--- config.mk ---
export PLATFORM = sky130hd
export DESIGN_NAME = pis_hst_end_flat
export DESIGN_NICKNAME = d
export VERILOG_FILES = /design/src/verilog/pis_pkg.sv /design/src/verilog/pis_link_if.sv /design/src/verilog/pis_hst_end.sv /design/src/flat_wrapper.sv
export SDC_FILE = /design/constraint.sdc
export NUM_CORES = 1
export LEC_CHECK = 0
export BUFFER_PORTS_ARGS = -buffer_cell sky130_fd_sc_hd__buf_2
export CORE_ASPECT_RATIO = 0.6
export CORE_MARGIN = 2
export CORE_UTILIZATION = 50
export CTS_BUF_LIST = sky130_fd_sc_hd__clkbuf_16
export CTS_CLUSTER_DIAMETER = 150
export DETAILED_ROUTE_END_ITERATION = 8
export GPL_TIMING_DRIVEN = 0
export PLACE_DENSITY = 0.81
export SKIP_LAST_GASP = 1
export SYNTH_ARGS = -nofsm -noshare
export SYNTH_HDL_FRONTEND = slang
export SYNTH_SLANG_ARGS = --single-unit
--- constraint.sdc ---
create_clock -name aclk -period 5.5 [get_ports aclk]
set_input_delay 0.825 -clock aclk [delete_from_list [all_inputs] [get_ports aclk]]
set_output_delay 0.825 -clock aclk [all_outputs]
set_load 0.05 [all_outputs]
--- src/verilog/pis_pkg.sv ---
////////////////////////////////////////////////////////////////////////////////
// Shared constants of the process image handshake
package pis_pkg;

  // Clock and time base
  localparam int unsigned CLK_MHZ        = 25;             // System clock rate
  localparam int unsigned US_CLKS        = CLK_MHZ;        // Cycles per microsecond
  localparam int unsigned CYCLE_US       = 1000;           // Bus cycle period
  localparam int unsigned CYCLE_CLKS     = CYCLE_US * US_CLKS;
  localparam logic [31:0] BUS_TMO_DEF_US = 32'd200000;     // Bus timeout, 200 ms

  // Shared coupling memory words
  localparam int unsigned AW      = 3;                     // Word index width
  localparam int unsigned DW      = 16;                    // Word width
  localparam logic [2:0]  W_START = 3'h0;                  // Function start word
  localparam logic [2:0]  W_STAT  = 3'h1;                  // Function status word
  localparam logic [2:0]  W_IN    = 3'h2;                  // Input data word
  localparam logic [2:0]  W_OUT   = 3'h3;                  // Output data word
  localparam logic [2:0]  W_IRQH  = 3'h4;                  // Interrupt toward host
  localparam logic [2:0]  W_IRQD  = 3'h5;                  // Interrupt toward device
  localparam logic [2:0]  W_MBOX  = 3'h6;                  // Request word port
  localparam int unsigned LOCK_BIT   = 15;                 // Lock flag position
  localparam int unsigned BUSACT_BIT = 0;                  // Bus activity position

  // Interrupt codes and mode request
  localparam logic [15:0] IRQ_TO_HOST   = 16'h0010;
  localparam logic [15:0] IRQ_TO_DEV    = 16'h0020;
  localparam logic [15:0] REQ_SET_VALUE = 16'h0750;
  localparam logic [15:0] REQ_NPARAM    = 16'h0004;
  localparam logic [15:0] REQ_NVAR      = 16'h0001;
  localparam logic [15:0] VAR_OPMODE    = 16'h2200;
  localparam logic [15:0] MODE_ON       = 16'h0600;
  localparam logic [15:0] MODE_OFF      = 16'h0000;
  localparam logic [2:0]  MB_LAST       = 3'h4;            // Index of value word

  // Host register map (word index = byte address / 4)
  localparam int unsigned AXI_AW   = 5;
  localparam logic [2:0]  REG_CTRL = 3'h0;
  localparam logic [2:0]  REG_STAT = 3'h1;
  localparam logic [2:0]  REG_ADDR = 3'h2;
  localparam logic [2:0]  REG_DATA = 3'h3;
  localparam logic [2:0]  REG_ACK  = 3'h4;
  localparam int unsigned CTRL_LOCK  = 0;
  localparam int unsigned CTRL_PULSE = 1;
  localparam int unsigned STAT_GRANT = 0;
  localparam int unsigned STAT_IRQ   = 1;
  localparam int unsigned STAT_WAIT  = 2;
  localparam int unsigned STAT_BUS   = 3;
  localparam logic [1:0]  RESP_OKAY   = 2'h0;
  localparam logic [1:0]  RESP_SLVERR = 2'h2;

  // Device cycle phase
  typedef enum logic {PH_RUN = 1'b0, PH_WAIT = 1'b1} pis_phase_t;

  // Host sequencer state
  typedef enum logic [1:0]
  {
    H_IDLE = 2'b00,
    H_WAIT = 2'b01,
    H_MB   = 2'b10,
    H_ACK  = 2'b11
  } pis_hstate_t;

  // Word of the mode-setting request at a given index
  function automatic logic [15:0] req_word(input logic [2:0] idx, input logic on);
    logic [15:0] w;
    w = on ? MODE_ON : MODE_OFF;
    case (idx)
      3'h0:    w = REQ_SET_VALUE;
      3'h1:    w = REQ_NPARAM;
      3'h2:    w = REQ_NVAR;
      3'h3:    w = VAR_OPMODE;
      default: w = on ? MODE_ON : MODE_OFF;
    endcase
    return w;
  endfunction

endpackage

--- src/verilog/pis_link_if.sv ---
`timescale 1ns/1ns
////////////////////////////////////////////////////////////////////////////////
// Host access port of the shared coupling memory
interface pis_link_if;
  logic        req;    // One-cycle access strobe
  logic        we;     // Write when high, read when low
  logic [2:0]  addr;   // Word index
  logic [15:0] wdata;  // Write data
  logic [15:0] rdata;  // Read data, valid one cycle after req

  // Device end owns the memory
  modport dev
  (
    input  req,
    input  we,
    input  addr,
    input  wdata,
    output rdata
  );

  // Host end issues accesses
  modport hst
  (
    output req,
    output we,
    output addr,
    output wdata,
    input  rdata
  );
endinterface

--- src/verilog/pis_hst_end.sv ---
`timescale 1ns/1ns
////////////////////////////////////////////////////////////////////////////////
// Host end: AXI4-Lite registers driving the shared memory port
module pis_hst_end
(
  input  wire logic        aclk,
  input  wire logic        aresetn,
  input  wire logic        awvalid,
  output logic             awready,
  input  wire logic [4:0]  awaddr,
  input  wire logic        wvalid,
  output logic             wready,
  input  wire logic [31:0] wdata,
  input  wire logic [3:0]  wstrb,
  output logic             bvalid,
  input  wire logic        bready,
  output logic      [1:0]  bresp,
  input  wire logic        arvalid,
  output logic             arready,
  input  wire logic [4:0]  araddr,
  output logic             rvalid,
  input  wire logic        rready,
  output logic      [31:0] rdata,
  output logic      [1:0]  rresp,
  pis_link_if.hst          link
);

  //////////////////////////////////////////////////////////////////////////////
  // State

  typedef struct packed {
    logic        req;
    logic        we;
    logic [2:0]  addr;
    logic [15:0] wd;
  } pis_lcmd_t;

  typedef struct packed {
    pis_pkg::pis_hstate_t st;       // Sequencer state
    logic [1:0]           ctrl;     // Lock and pulse requests
    logic [2:0]           addr;     // Memory word for data access
    logic                 lk_sent;  // Request flag as written
    logic                 md_sent;  // Mode as last requested
    logic                 ack_pend; // Answer to send
    logic                 irq_seen; // Device code seen
    logic                 grant;    // Granted flag as polled
    logic                 busact;   // Bus activity as polled
    logic                 poll_sel; // Next poll target
    logic                 is_poll;  // Wait belongs to a poll
    logic                 dly;      // Read latency stage
    logic [2:0]           mb_i;     // Request word index
    pis_lcmd_t            lk;       // Registered link command
    logic                 bvalid;
    logic [1:0]           bresp;
    logic                 rvalid;
    logic [1:0]           rresp;
    logic [31:0]          rdata;
  } pis_hst_st_t;

  pis_hst_st_t s_r;    // Registered state
  pis_hst_st_t s_nxt;  // Next state
  logic        idle;   // Sequencer free
  logic        wr_go;  // Write taken this edge
  logic        rd_go;  // Read taken this edge
  logic [2:0]  aw_idx; // Write register index
  logic [2:0]  ar_idx; // Read register index

  // Link command builder
  function automatic pis_lcmd_t lcmd(input logic we, input logic [2:0] a,
                                     input logic [15:0] d);
    pis_lcmd_t c;
    c.req  = 1'b1;
    c.we   = we;
    c.addr = a;
    c.wd   = d;
    return c;
  endfunction

  // Image access allowed by the lock state
  function automatic logic img_ok(input logic [2:0] a, input logic we,
                                  input logic lk, input logic gr);
    logic img;
    img = (a == pis_pkg::W_IN) || (a == pis_pkg::W_OUT);
    return !(img && lk && !gr)
        && !(we && a == pis_pkg::W_OUT && !lk && gr);
  endfunction

  assign idle   = (s_r.st == pis_pkg::H_IDLE);
  assign aw_idx = awaddr[4:2];
  assign ar_idx = araddr[4:2];
  assign wr_go  = awvalid && wvalid && !s_r.bvalid && idle
               && (aw_idx != pis_pkg::REG_DATA || img_ok(s_r.addr, 1'b1, s_r.lk_sent, s_r.grant));
  assign rd_go  = !wr_go && arvalid && !s_r.rvalid && idle
               && (ar_idx != pis_pkg::REG_DATA || img_ok(s_r.addr, 1'b0, s_r.lk_sent, s_r.grant));

  //////////////////////////////////////////////////////////////////////////////
  // Next state

  // Bus slave, lock driver, request sender and polling
  always_comb
  begin
    s_nxt        = s_r;
    s_nxt.lk.req = 1'b0;
    if (s_r.bvalid && bready)
    begin
      s_nxt.bvalid = 1'b0;
    end
    if (s_r.rvalid && rready)
    begin
      s_nxt.rvalid = 1'b0;
    end
    if (wr_go)
    begin
      // Write taken; partial strobes leave registers unchanged
      s_nxt.bvalid = 1'b1;
      s_nxt.bresp  = pis_pkg::RESP_OKAY;
      case (aw_idx)
        pis_pkg::REG_CTRL: if (&wstrb) s_nxt.ctrl = wdata[1:0];
        pis_pkg::REG_ADDR: if (&wstrb) s_nxt.addr = wdata[2:0];
        pis_pkg::REG_DATA: if (&wstrb) s_nxt.lk = lcmd(1'b1, s_r.addr, wdata[15:0]);
        pis_pkg::REG_ACK:
        begin
          if (&wstrb)
          begin
            s_nxt.ack_pend = 1'b1;
            s_nxt.irq_seen = 1'b0;
          end
        end
        pis_pkg::REG_STAT: s_nxt.bresp = pis_pkg::RESP_OKAY;
        default:           s_nxt.bresp = pis_pkg::RESP_SLVERR;
      endcase
    end
    else if (rd_go)
    begin
      // Register reads answer at once, memory reads after the link
      s_nxt.rvalid = 1'b1;
      s_nxt.rresp  = pis_pkg::RESP_OKAY;
      s_nxt.rdata  = 32'h0000_0000;
      case (ar_idx)
        pis_pkg::REG_CTRL: s_nxt.rdata[1:0] = s_r.ctrl;
        pis_pkg::REG_ADDR: s_nxt.rdata[2:0] = s_r.addr;
        pis_pkg::REG_ACK:  s_nxt.rresp = pis_pkg::RESP_OKAY;
        pis_pkg::REG_STAT:
        begin
          s_nxt.rdata[pis_pkg::STAT_GRANT] = s_r.grant;
          s_nxt.rdata[pis_pkg::STAT_IRQ]   = s_r.irq_seen;
          s_nxt.rdata[pis_pkg::STAT_WAIT]  = s_r.lk_sent && !s_r.grant;
          s_nxt.rdata[pis_pkg::STAT_BUS]   = s_r.busact;
        end
        pis_pkg::REG_DATA:
        begin
          s_nxt.rvalid  = 1'b0;
          s_nxt.lk      = lcmd(1'b0, s_r.addr, 16'h0000);
          s_nxt.st      = pis_pkg::H_WAIT;
          s_nxt.is_poll = 1'b0;
          s_nxt.dly     = 1'b0;
        end
        default:           s_nxt.rresp = pis_pkg::RESP_SLVERR;
      endcase
    end
    else
    begin
      unique case (s_r.st)
        pis_pkg::H_IDLE:
        begin
          if (s_r.ctrl[pis_pkg::CTRL_LOCK] != s_r.lk_sent)
          begin
            // Only the host writes the request flag
            s_nxt.lk = lcmd(1'b1, pis_pkg::W_START,
                            {s_r.ctrl[pis_pkg::CTRL_LOCK], 15'h0000});
            s_nxt.lk_sent = s_r.ctrl[pis_pkg::CTRL_LOCK];
            // A fresh request forgets an old grant; a release keeps it
            // until polled low, so output writes stay held meanwhile
            if (s_r.ctrl[pis_pkg::CTRL_LOCK])
            begin
              s_nxt.grant = 1'b0;
            end
          end
          else if (s_r.ctrl[pis_pkg::CTRL_PULSE] != s_r.md_sent)
          begin
            s_nxt.st      = pis_pkg::H_MB;
            s_nxt.mb_i    = 3'h0;
            s_nxt.md_sent = s_r.ctrl[pis_pkg::CTRL_PULSE];
          end
          else if (s_r.ack_pend)
          begin
            // Clear the device code before answering
            s_nxt.lk       = lcmd(1'b1, pis_pkg::W_IRQH, 16'h0000);
            s_nxt.st       = pis_pkg::H_ACK;
            s_nxt.ack_pend = 1'b0;
          end
          else
          begin
            // Poll status and interrupt words in turn
            s_nxt.lk = lcmd(1'b0, s_r.poll_sel ? pis_pkg::W_IRQH : pis_pkg::W_STAT, 16'h0000);
            s_nxt.poll_sel = !s_r.poll_sel;
            s_nxt.st       = pis_pkg::H_WAIT;
            s_nxt.is_poll  = 1'b1;
            s_nxt.dly      = 1'b0;
          end
        end
        pis_pkg::H_WAIT:
        begin
          // Read data stands two edges after the command
          if (!s_r.dly)
          begin
            s_nxt.dly = 1'b1;
          end
          else
          begin
            s_nxt.st = pis_pkg::H_IDLE;
            if (!s_r.is_poll)
            begin
              s_nxt.rdata  = {16'h0000, link.rdata};
              s_nxt.rresp  = pis_pkg::RESP_OKAY;
              s_nxt.rvalid = 1'b1;
            end
            else if (s_r.lk.addr == pis_pkg::W_STAT)
            begin
              s_nxt.grant  = link.rdata[pis_pkg::LOCK_BIT];
              s_nxt.busact = link.rdata[pis_pkg::BUSACT_BIT];
            end
            else if (link.rdata == pis_pkg::IRQ_TO_HOST)
            begin
              s_nxt.irq_seen = 1'b1;
            end
          end
        end
        pis_pkg::H_MB:
        begin
          // Mode request, one word per cycle
          s_nxt.lk = lcmd(1'b1, pis_pkg::W_MBOX,
                          pis_pkg::req_word(s_r.mb_i, s_r.md_sent));
          s_nxt.mb_i = s_r.mb_i + 3'h1;
          if (s_r.mb_i == pis_pkg::MB_LAST)
          begin
            s_nxt.st = pis_pkg::H_IDLE;
          end
        end
        pis_pkg::H_ACK:
        begin
          s_nxt.lk = lcmd(1'b1, pis_pkg::W_IRQD, pis_pkg::IRQ_TO_DEV);
          s_nxt.st = pis_pkg::H_IDLE;
        end
      endcase
    end
  end

  //////////////////////////////////////////////////////////////////////////////
  // Registers

  // Synchronous reset to idle
  always_ff @(posedge aclk)
  begin
    if (!aresetn)
    begin
      s_r    <= '0;
      s_r.st <= pis_pkg::H_IDLE;
    end
    else
    begin
      s_r <= s_nxt;
    end
  end

  //////////////////////////////////////////////////////////////////////////////
  // Outputs

  assign awready    = wr_go;
  assign wready     = wr_go;
  assign arready    = rd_go;
  assign bvalid     = s_r.bvalid;
  assign bresp      = s_r.bresp;
  assign rvalid     = s_r.rvalid;
  assign rresp      = s_r.rresp;
  assign rdata      = s_r.rdata;
  assign link.req   = s_r.lk.req;
  assign link.we    = s_r.lk.we;
  assign link.addr  = s_r.lk.addr;
  assign link.wdata = s_r.lk.wd;

endmodule // pis_hst_end

--- src/flat_wrapper.sv ---
// flat-port wrapper written by rule: the top's interface ports become plain ports
module pis_hst_end_flat 
  (aclk, aresetn, awvalid, awready, awaddr, wvalid, wready, wdata, wstrb, bvalid, bready, bresp, arvalid, arready, araddr, rvalid, rready, rdata, rresp, link_req, link_we, link_addr, link_wdata, link_rdata);
  pis_link_if link_i ();
  input  wire logic aclk;
  input  wire logic aresetn;
  input  wire logic awvalid;
  output logic awready;
  input  wire logic [4:0] awaddr;
  input  wire logic wvalid;
  output logic wready;
  input  wire logic [31:0] wdata;
  input  wire logic [3:0] wstrb;
  output logic bvalid;
  input  wire logic bready;
  output logic      [1:0] bresp;
  input  wire logic arvalid;
  output logic arready;
  input  wire logic [4:0] araddr;
  output logic rvalid;
  input  wire logic rready;
  output logic      [31:0] rdata;
  output logic      [1:0] rresp;
  output wire logic [$bits(link_i.req)-1:0] link_req;
  output wire logic [$bits(link_i.we)-1:0] link_we;
  output wire logic [$bits(link_i.addr)-1:0] link_addr;
  output wire logic [$bits(link_i.wdata)-1:0] link_wdata;
  input wire logic [$bits(link_i.rdata)-1:0] link_rdata;
  assign link_req = link_i.req;
  assign link_we = link_i.we;
  assign link_addr = link_i.addr;
  assign link_wdata = link_i.wdata;
  assign link_i.rdata = link_rdata;
  pis_hst_end u_core (.aclk(aclk), .aresetn(aresetn), .awvalid(awvalid), .awready(awready), .awaddr(awaddr), .wvalid(wvalid), .wready(wready), .wdata(wdata), .wstrb(wstrb), .bvalid(bvalid), .bready(bready), .bresp(bresp), .arvalid(arvalid), .arready(arready), .araddr(araddr), .rvalid(rvalid), .rready(rready), .rdata(rdata), .rresp(rresp), .link(link_i));
endmodule
==> impl_results.md, run 1 <==
- Status: finished clean
- Max-cap violations: 0
- Initial Util: 51.99%
- Worst-case hold slack: 457.4 ps
- Commonest cells post-synth: buf_4 (60), dfxtp_1 (60), nand2_1 (46), a21oi_1 (28), nor2_1 (28)
- H-tree depth: 3
- Number of I/O pins: 131
- Die extent in x: ~110 µm
- WP buf/inv: 4
- Yosys top cell area share: about a third
- Hold Violations, Final: 0
- All-Layer GR Usage: 26.56%
- Placed wire-length estimate: 7566 µm
- Peak supply drop: between 0.00015 and 0.0002 V
- Power per cell area: roughly 340 mW/mm²
- Minimum clock period: 3169 ps
- Kind of cell adding the most delay to the critical path: simple AND/OR/NAND/NOR gates
- CTS Hold Bufs: 0
- Share of layout cells above drive strength 1: roughly a third
- Post-synth EDFFs: 0
- Wirelength per Cell: about 16 µm
- Top cells by area, synth: dfxtp_1 (34%), buf_4 (13%), nand2_1 (4.9%), a21oi_1 (4.0%), nor2_1 (3.0%)
- Largest net degree at the start of global routing: 12
- Post-Route WL: 10110 µm
- CP Launch Type: input port
- Die extent in y: 68.82 µm
- ANT cells: 0
- Cell Area, Synth: between 0.003 and 0.004 mm²
- Via/cell ratio: between 5 and 6
- CP max FO: 9
- Clk root buf: clkbuf_16
- Slowest CP cell: nor2_1
- Port buffer count: 91
- Max-slew headroom: between 30 and 40%
- Max Slew Vio Count: 0
- Grt ovf: 0
- Initial antenna violation count: 0
- Top FF cell, synth: dfxtp_1
- Syn Area/Cell: 8.375 µm²
- Worst skew pair latency: 330 ps
- Cts repair resizes: 0
- Area grow syn2layout: 26.34%
- RePlAce Congestion: ~0.97
- Min-Delay Path Class: reg -> reg
- Cts bufs inserted: 9
- CTS tree: built
- Die footprint: 0.007709 mm²
- Longest Clk Path Bufs: 2
- Clock Skews: 4.483 ps
- Worst path cell trace: buf_2 > nand3b_1 > or2_0 > buf_4 > nor2_1 > buf_4 > buf_2
- Final setup fails: 0
- F_max: between 300 and 400 MHz
- Cells after synthesis: 418
- Setup tns final: 0 ps
- Yosys top cell by area: dfxtp_1
- Worst R2R Setup Slack: 3020 ps
- Synth async-reset ratio: 0%
- P_leak: 2.041 nW
- Sequential area share after synthesis: 34.31%
- Clock Pin Slew Worst Setup and Hold Paths: 50 ps
- Core area: 0.006734 mm²
- Post-CTS Setup Inserts: 0
- Cell variety after synth: 67
- Vias in the first global route: 3084
- Final-stage net count: a little over 600
- Worst Path Arrival: 2340 ps
- Critical Path RT: 4680 ps
- Max incr delay on CP: roughly 380 ps
- Wire length of the first global-routing pass: 15610 µm
- Row Count: 23
- Final Cycle Share: between 50% and 60%
- Starting DRT DRC Count: 345
- #FFs+latches synth: 60
- Crit Path Class: in -> out
- Synth Warn #: 0
- Total iterations of the first detailed-routing run: 5
- Setup crit end kind: primary output
- Clock sink count: 60
- RSZ-0062 raised after global routing: false
- Antenna-violating nets left: 0
- DR DRC count: 0
- Worst-Margin Slew: 996.4 ps
- Vias: 3437
[state kept, by name, summed over array words and instances, names as in the netlist]
register / flops
u_core.s_r: 19
u_core.link.we: 1
u_core.rresp: 1
u_core.bvalid: 1
u_core.link.wdata: 16
u_core.rdata: 16
u_core.link.addr: 3
u_core.rvalid: 1
u_core.link.req: 1
u_core.bresp: 1
[layer usage]
| metal | global-route usage, % | vias to the layer above | part of all wire, % |
|---|---|---|---|
| li1 | - | 1663 | - |
| met1 | 37.40 | 1581 | 47 |
| met2 | 38.56 | 179 | 42 |
| met3 | 9.790 | 14 | 9.9 |
| met4 | 6.860 | 0 | 1.2 |
| met5 | 0 | - | 0 |
[cell type report]
type                            count  area, µm²
Clock inverter                      7      68.82
Buffer                             77      526.8
Inverter                           14      52.55
Multi-Input combinational cell    284       1784
Sequential cell                    60       1201
Clock buffer                        9      225.2
Timing Repair Buffer               91      455.4
Tap cell                           87      108.9
Fill cell                         582       2311
[path summary, 6_finish.rpt]
| check | to | depth (start not counted) | from |
|---|---|---|---|
| setup / recovery | wready | 7 | awvalid |
| hold / removal | u_core.link.wdata[8] | 2 | u_core.link.wdata[8] |
| setup reg to reg | u_core.s_r[66] | 5 | u_core.s_r[70] |
| hold reg to reg | u_core.link.wdata[8] | 2 | u_core.link.wdata[8] |
[layout by cell type (no fill, tap or decap), types with 2 or more instances in the layout]
| cell | instances |
|---|---|
| a211o_1 | 6 |
| a211oi_1 | 11 |
| a21boi_0 | 4 |
| a21oi_1 | 28 |
| a22oi_1 | 5 |
| a32oi_1 | 2 |
| and3_1 | 3 |
| buf_2 | 95 |
| buf_4 | 60 |
| clkbuf_1 | 12 |
| clkbuf_16 | 9 |
| clkinvlp_4 | 3 |
| conb_1 | 18 |
| dfxtp_1 | 60 |
| ha_1 | 6 |
| inv_1 | 15 |
| mux2i_1 | 9 |
| nand2_1 | 46 |
| nand2b_1 | 3 |
| nand3_1 | 18 |
| nand3b_1 | 4 |
| nor2_1 | 28 |
| nor2b_1 | 6 |
| nor3_1 | 4 |
| nor3_2 | 2 |
| nor4_1 | 6 |
| nor4b_1 | 3 |
| o211a_1 | 2 |
| o211ai_1 | 2 |
| o211ai_2 | 2 |
| o21a_1 | 3 |
| o21ai_0 | 10 |
| o21ai_1 | 4 |
| o21ai_2 | 2 |
| o22ai_1 | 10 |
| o311a_1 | 4 |
| or3_1 | 2 |
[report_power, final]
group | switching, mW | internal [mW]
sequential | 0.0232 | 0.469
clock | 0.206 | 0.347
combinational | 0.306 | 0.151
total | 0.535 | 0.968
[worst register-to-register path, cell delays in order (launching register included)]
cell and delay, ps:
dfxtp_1 390, nor2b_1 360, o211ai_2 240, a211oi_1 890, nand3b_1 240, a32o_1 260
[through the flow]
| stage | worst slack, ps | std cells | util, % | power, mW | area, µm² |
|---|---|---|---|---|---|
| 2_1_floorplan | 2264 | 435 | - | 0.8428 | 3565 |
| 3_3_place_gp | 2439 | 613 | 61.32 | 0.9409 | 4129 |
| 3_5_place_dp | 2419 | 613 | 61.32 | 0.9454 | 4129 |
| 4_1_cts | 2385 | 629 | 65.68 | 1.497 | 4423 |
| 5_1_grt | 2265 | 629 | 65.68 | 1.557 | 4423 |
| 6_report | 2331 | 629 | 65.68 | 1.503 | 4423 |
[kinds of logic after synthesis]
logic type	after synthesis	synth area share, %
XOR/XNOR	2	0.5004
adder cells (fa/ha/maj)	6	2.144
other	1	0.1071
AND/OR/NAND/NOR	136	20.05
buffers and inverters	91	16.55
AO/OA/AOI/OAI	113	23.77
multiplexers	9	2.573
flip-flops	60	34.31
Power figures use the tool's default switching activity.
==> run 2: changes to the inputs <==
--- a/config.mk
+++ b/config.mk
@@ -8,12 +8,12 @@
 export BUFFER_PORTS_ARGS = -buffer_cell sky130_fd_sc_hd__buf_2
 export CORE_ASPECT_RATIO = 0.6
 export CORE_MARGIN = 2
-export CORE_UTILIZATION = 50
+export CORE_UTILIZATION = 45
 export CTS_BUF_LIST = sky130_fd_sc_hd__clkbuf_16
 export CTS_CLUSTER_DIAMETER = 150
 export DETAILED_ROUTE_END_ITERATION = 8
 export GPL_TIMING_DRIVEN = 0
-export PLACE_DENSITY = 0.81
+export PLACE_DENSITY = 0.77
 export SKIP_LAST_GASP = 1
 export SYNTH_ARGS = -nofsm -noshare
 export SYNTH_HDL_FRONTEND = slang
==> constraint.sdc (replaced) <==
create_clock -name aclk -period 2.9 [get_ports aclk]
set_input_delay 0.435 -clock aclk [delete_from_list [all_inputs] [get_ports aclk]]
set_output_delay 0.435 -clock aclk [all_outputs]
set_load 0.05 [all_outputs]
==> impl_results.md, run 2 (synthesis results as in run 1) <==
- Final setup fails: 0 (unchanged)
- Clock Skews: 5.968 ps (was 4.483 ps)
- Crit Path Class: reg -> out (was in -> out)
- Max-slew headroom: 38.28% (was 33.17%)
- Share of layout cells above drive strength 1: 34.44% (was 34.87%)
- Wire length of the first global-routing pass: 15660 µm (was 15610 µm)
- Post-Route WL: 9943 µm (was 10110 µm)
- Area grow syn2layout: 26.30% (was 26.34%)
- Die extent in y: 72.32 µm (was 68.82 µm)
- Critical Path RT: 2470 ps (was 4680 ps)
- Switch Pwr: 0.9750 mW (was 0.5350 mW)
- Hold Violations, Final: 0 (unchanged)
- Flop pwr share: 33.4% (was 32.7%)
- Clk root buf: clkbuf_16 (unchanged)
- P_leak: 2.042 nW (was 2.041 nW)
- Worst path most repeated cell: buf_4
- Worst-Margin Slew: 912.9 ps (was 996.4 ps)
- Initial antenna violation count: 0 (unchanged)
- Longest Clk Path Bufs: 2 (unchanged)
- Via/cell ratio: 5.340 (was 5.464)
- ANT cells: 0 (unchanged)
- Kind of cell adding the most delay to the critical path: simple AND/OR/NAND/NOR gates (unchanged)
- Worst path cell trace: buf_6 > or2_1 > or2_0 > buf_4 > nor2_1 > buf_4 > buf_2 (was buf_2 > nand3b_1 > or2_0 > buf_4 > nor2_1 > buf_4 > buf_2)
- Biggest register: u_core.s_r (unchanged)
- Max incr delay on CP: 380 ps (about the same)
- Clk network pwr share: 35.8% (was 36.8%)
- F_max: around 370 MHz
- Combinational power share: 30.8% (was 30.4%)
- Peak supply drop: 0.0003031 V (was 0.0001711 V)
- Number of I/O pins: 131 (unchanged)
- RePlAce Congestion: 0.9176 (was 0.9711)
- Cts repair resizes: 0 (unchanged)
- Max Slew Vio Count: 0 (unchanged)
- Max reg flops: 19 (unchanged)
- Sw frac: 34.88% (was 35.60%)
- Most frequent cells in the layout: buf_2 (95), buf_4 (60), dfxtp_1 (60), nand2_1 (46) (unchanged)
- Commonest non-fill, non-tap cell in the layout: buf_2 (unchanged)
- Cts bufs inserted: 9 (unchanged)
- Fillers: 679 (was 582)
- Status: finished clean (unchanged)
- Slowest CP cell: nor2_1 (unchanged)
- All-Layer GR Usage: 23.50% (was 26.56%)
- DR DRC count: 0 (unchanged)
- Final Worst Setup Slack: 167.2 ps (was 2331 ps)
- H-tree depth: 3 (unchanged)
- Antenna-violating nets left: 0 (unchanged)
- Wirelength per Cell: 15.44 µm (was 16.08 µm)
- CTS tree: built (unchanged)
- Final-stage net count: 612 (unchanged)
- Final Cycle Share: 94.24%
- Row Count: 24 (was 23)
- Final Power: 2.795 mW (was 1.503 mW)
- Worst skew pair latency: 330 ps (about the same)
- RSZ-0062 raised after global routing: false (unchanged)
- Port buffer count: 91 (unchanged)
- Die footprint: 0.008524 mm² (was 0.007709 mm²)
- Clock sink count: 60 (unchanged)
- Core area: 0.007387 mm² (was 0.006734 mm²)
- Minimum clock period: 2733 ps
- Setup crit end kind: primary output (unchanged)
- Max-cap violations: 0 (unchanged)
- Worst Path Arrival: 2300 ps (was 2340 ps)
- Int Pwr: 1.820 mW (was 0.9676 mW)
- WP buf/inv: 4 (unchanged)
- Post-Place Setup Slack: 529.3 ps (was 2419 ps)
- Total iterations of the first detailed-routing run: 7 (was 5)
- Die extent in x: 117.9 µm (was 112.0 µm)
- Initial Util: 47.39% (was 51.99%)
- Post-CTS Setup Inserts: 0 (unchanged)
- Starting DRT DRC Count: 393 (was 345)
- CP Launch Type: flop (was input port)
- Setup tns final: 0 ps (unchanged)
- Vias: 3439 (was 3437)
- CP max FO: 9 (unchanged)
- Power per cell area: 632.2 mW/mm² (was 339.7 mW/mm²)
- Grt ovf: 0 (unchanged)
- Largest net degree at the start of global routing: 11 (was 12)
- Final Util: 59.86% (was 65.68%)
- Placed wire-length estimate: 7841 µm (was 7566 µm)
- Vias in the first global route: 3110 (was 3084)
- Min-Delay Path Class: in -> reg (was reg -> reg)
- CTS Hold Bufs: 0 (unchanged)
- Clock Pin Slew Worst Setup and Hold Paths: 50 ps (about the same)
- Worst-case hold slack: 357.7 ps (was 457.4 ps)
-- run 2: cell count changes in the layout (fill, tap and decap cells not counted), sizes merged --
cell,change
clkinvlp,-3
clkinv,+1
-- run 2: cell type report --
class                           count  area (µm²)  area share, %
Inverter                           14       52.55          1.188
Timing Repair Buffer               91       455.4          10.30
Clock buffer                        9       225.2          5.093
Clock inverter                      5       46.29          1.047
Tap cell                          104       130.1          2.943
Buffer                             77       526.8          11.91
Sequential cell                    60        1201          27.16
Multi-Input combinational cell    284        1784          40.35
-- run 2: metal layers --
layer | global-route usage [%] | share of wire, %
met1 | 34.15 | 48
met2 | 33.91 | 42
met3 | 7.075 | 9.9
met4 | 5.890 | 0.56
met5 | 0 | 0
-- run 2: metrics by stage --
| step | cells | area (µm²) |
|---|---|---|
| final | 644 | 4422 |
| after global routing | 644 | 4422 |
| after CTS | 644 | 4422 |
| after detailed placement | 630 | 4150 |
| after global placement | 630 | 4150 |
| after floorplan | 435 | 3565 |
-- run 2: final timing paths --
| path | to | depth (start not counted) | start | slack (ps) |
|---|---|---|---|---|
| max | wready | 7 | u_core.s_r[77] | 170 |
| min | u_core.rdata[4] | 3 | link_rdata[4] | 360 |
| max reg2reg | u_core.s_r[66] | 5 | u_core.s_r[70] | 610 |
| min reg2reg | u_core.link.wdata[5] | 2 | u_core.link.wdata[5] | 460 |
-- run 2: worst min-delay path, delay by kind of cell --
kind	cells	cell delay, ps
AOI/OAI and AO/OA	1	50
and+or+nand+nor	1	50
buffers and inverters	1	100
-- run 2: power groups by stage --
stage | Clock, mW | Sequential, mW | Combinational, mW
after floorplan | 0 | 0.961 | 0.637
after global placement | 0 | 0.947 | 0.839
after detailed placement | 0 | 0.951 | 0.847
after CTS | 1.01 | 0.934 | 0.851
after global routing | 1.05 | 0.942 | 0.910
final | 1.00 | 0.935 | 0.861
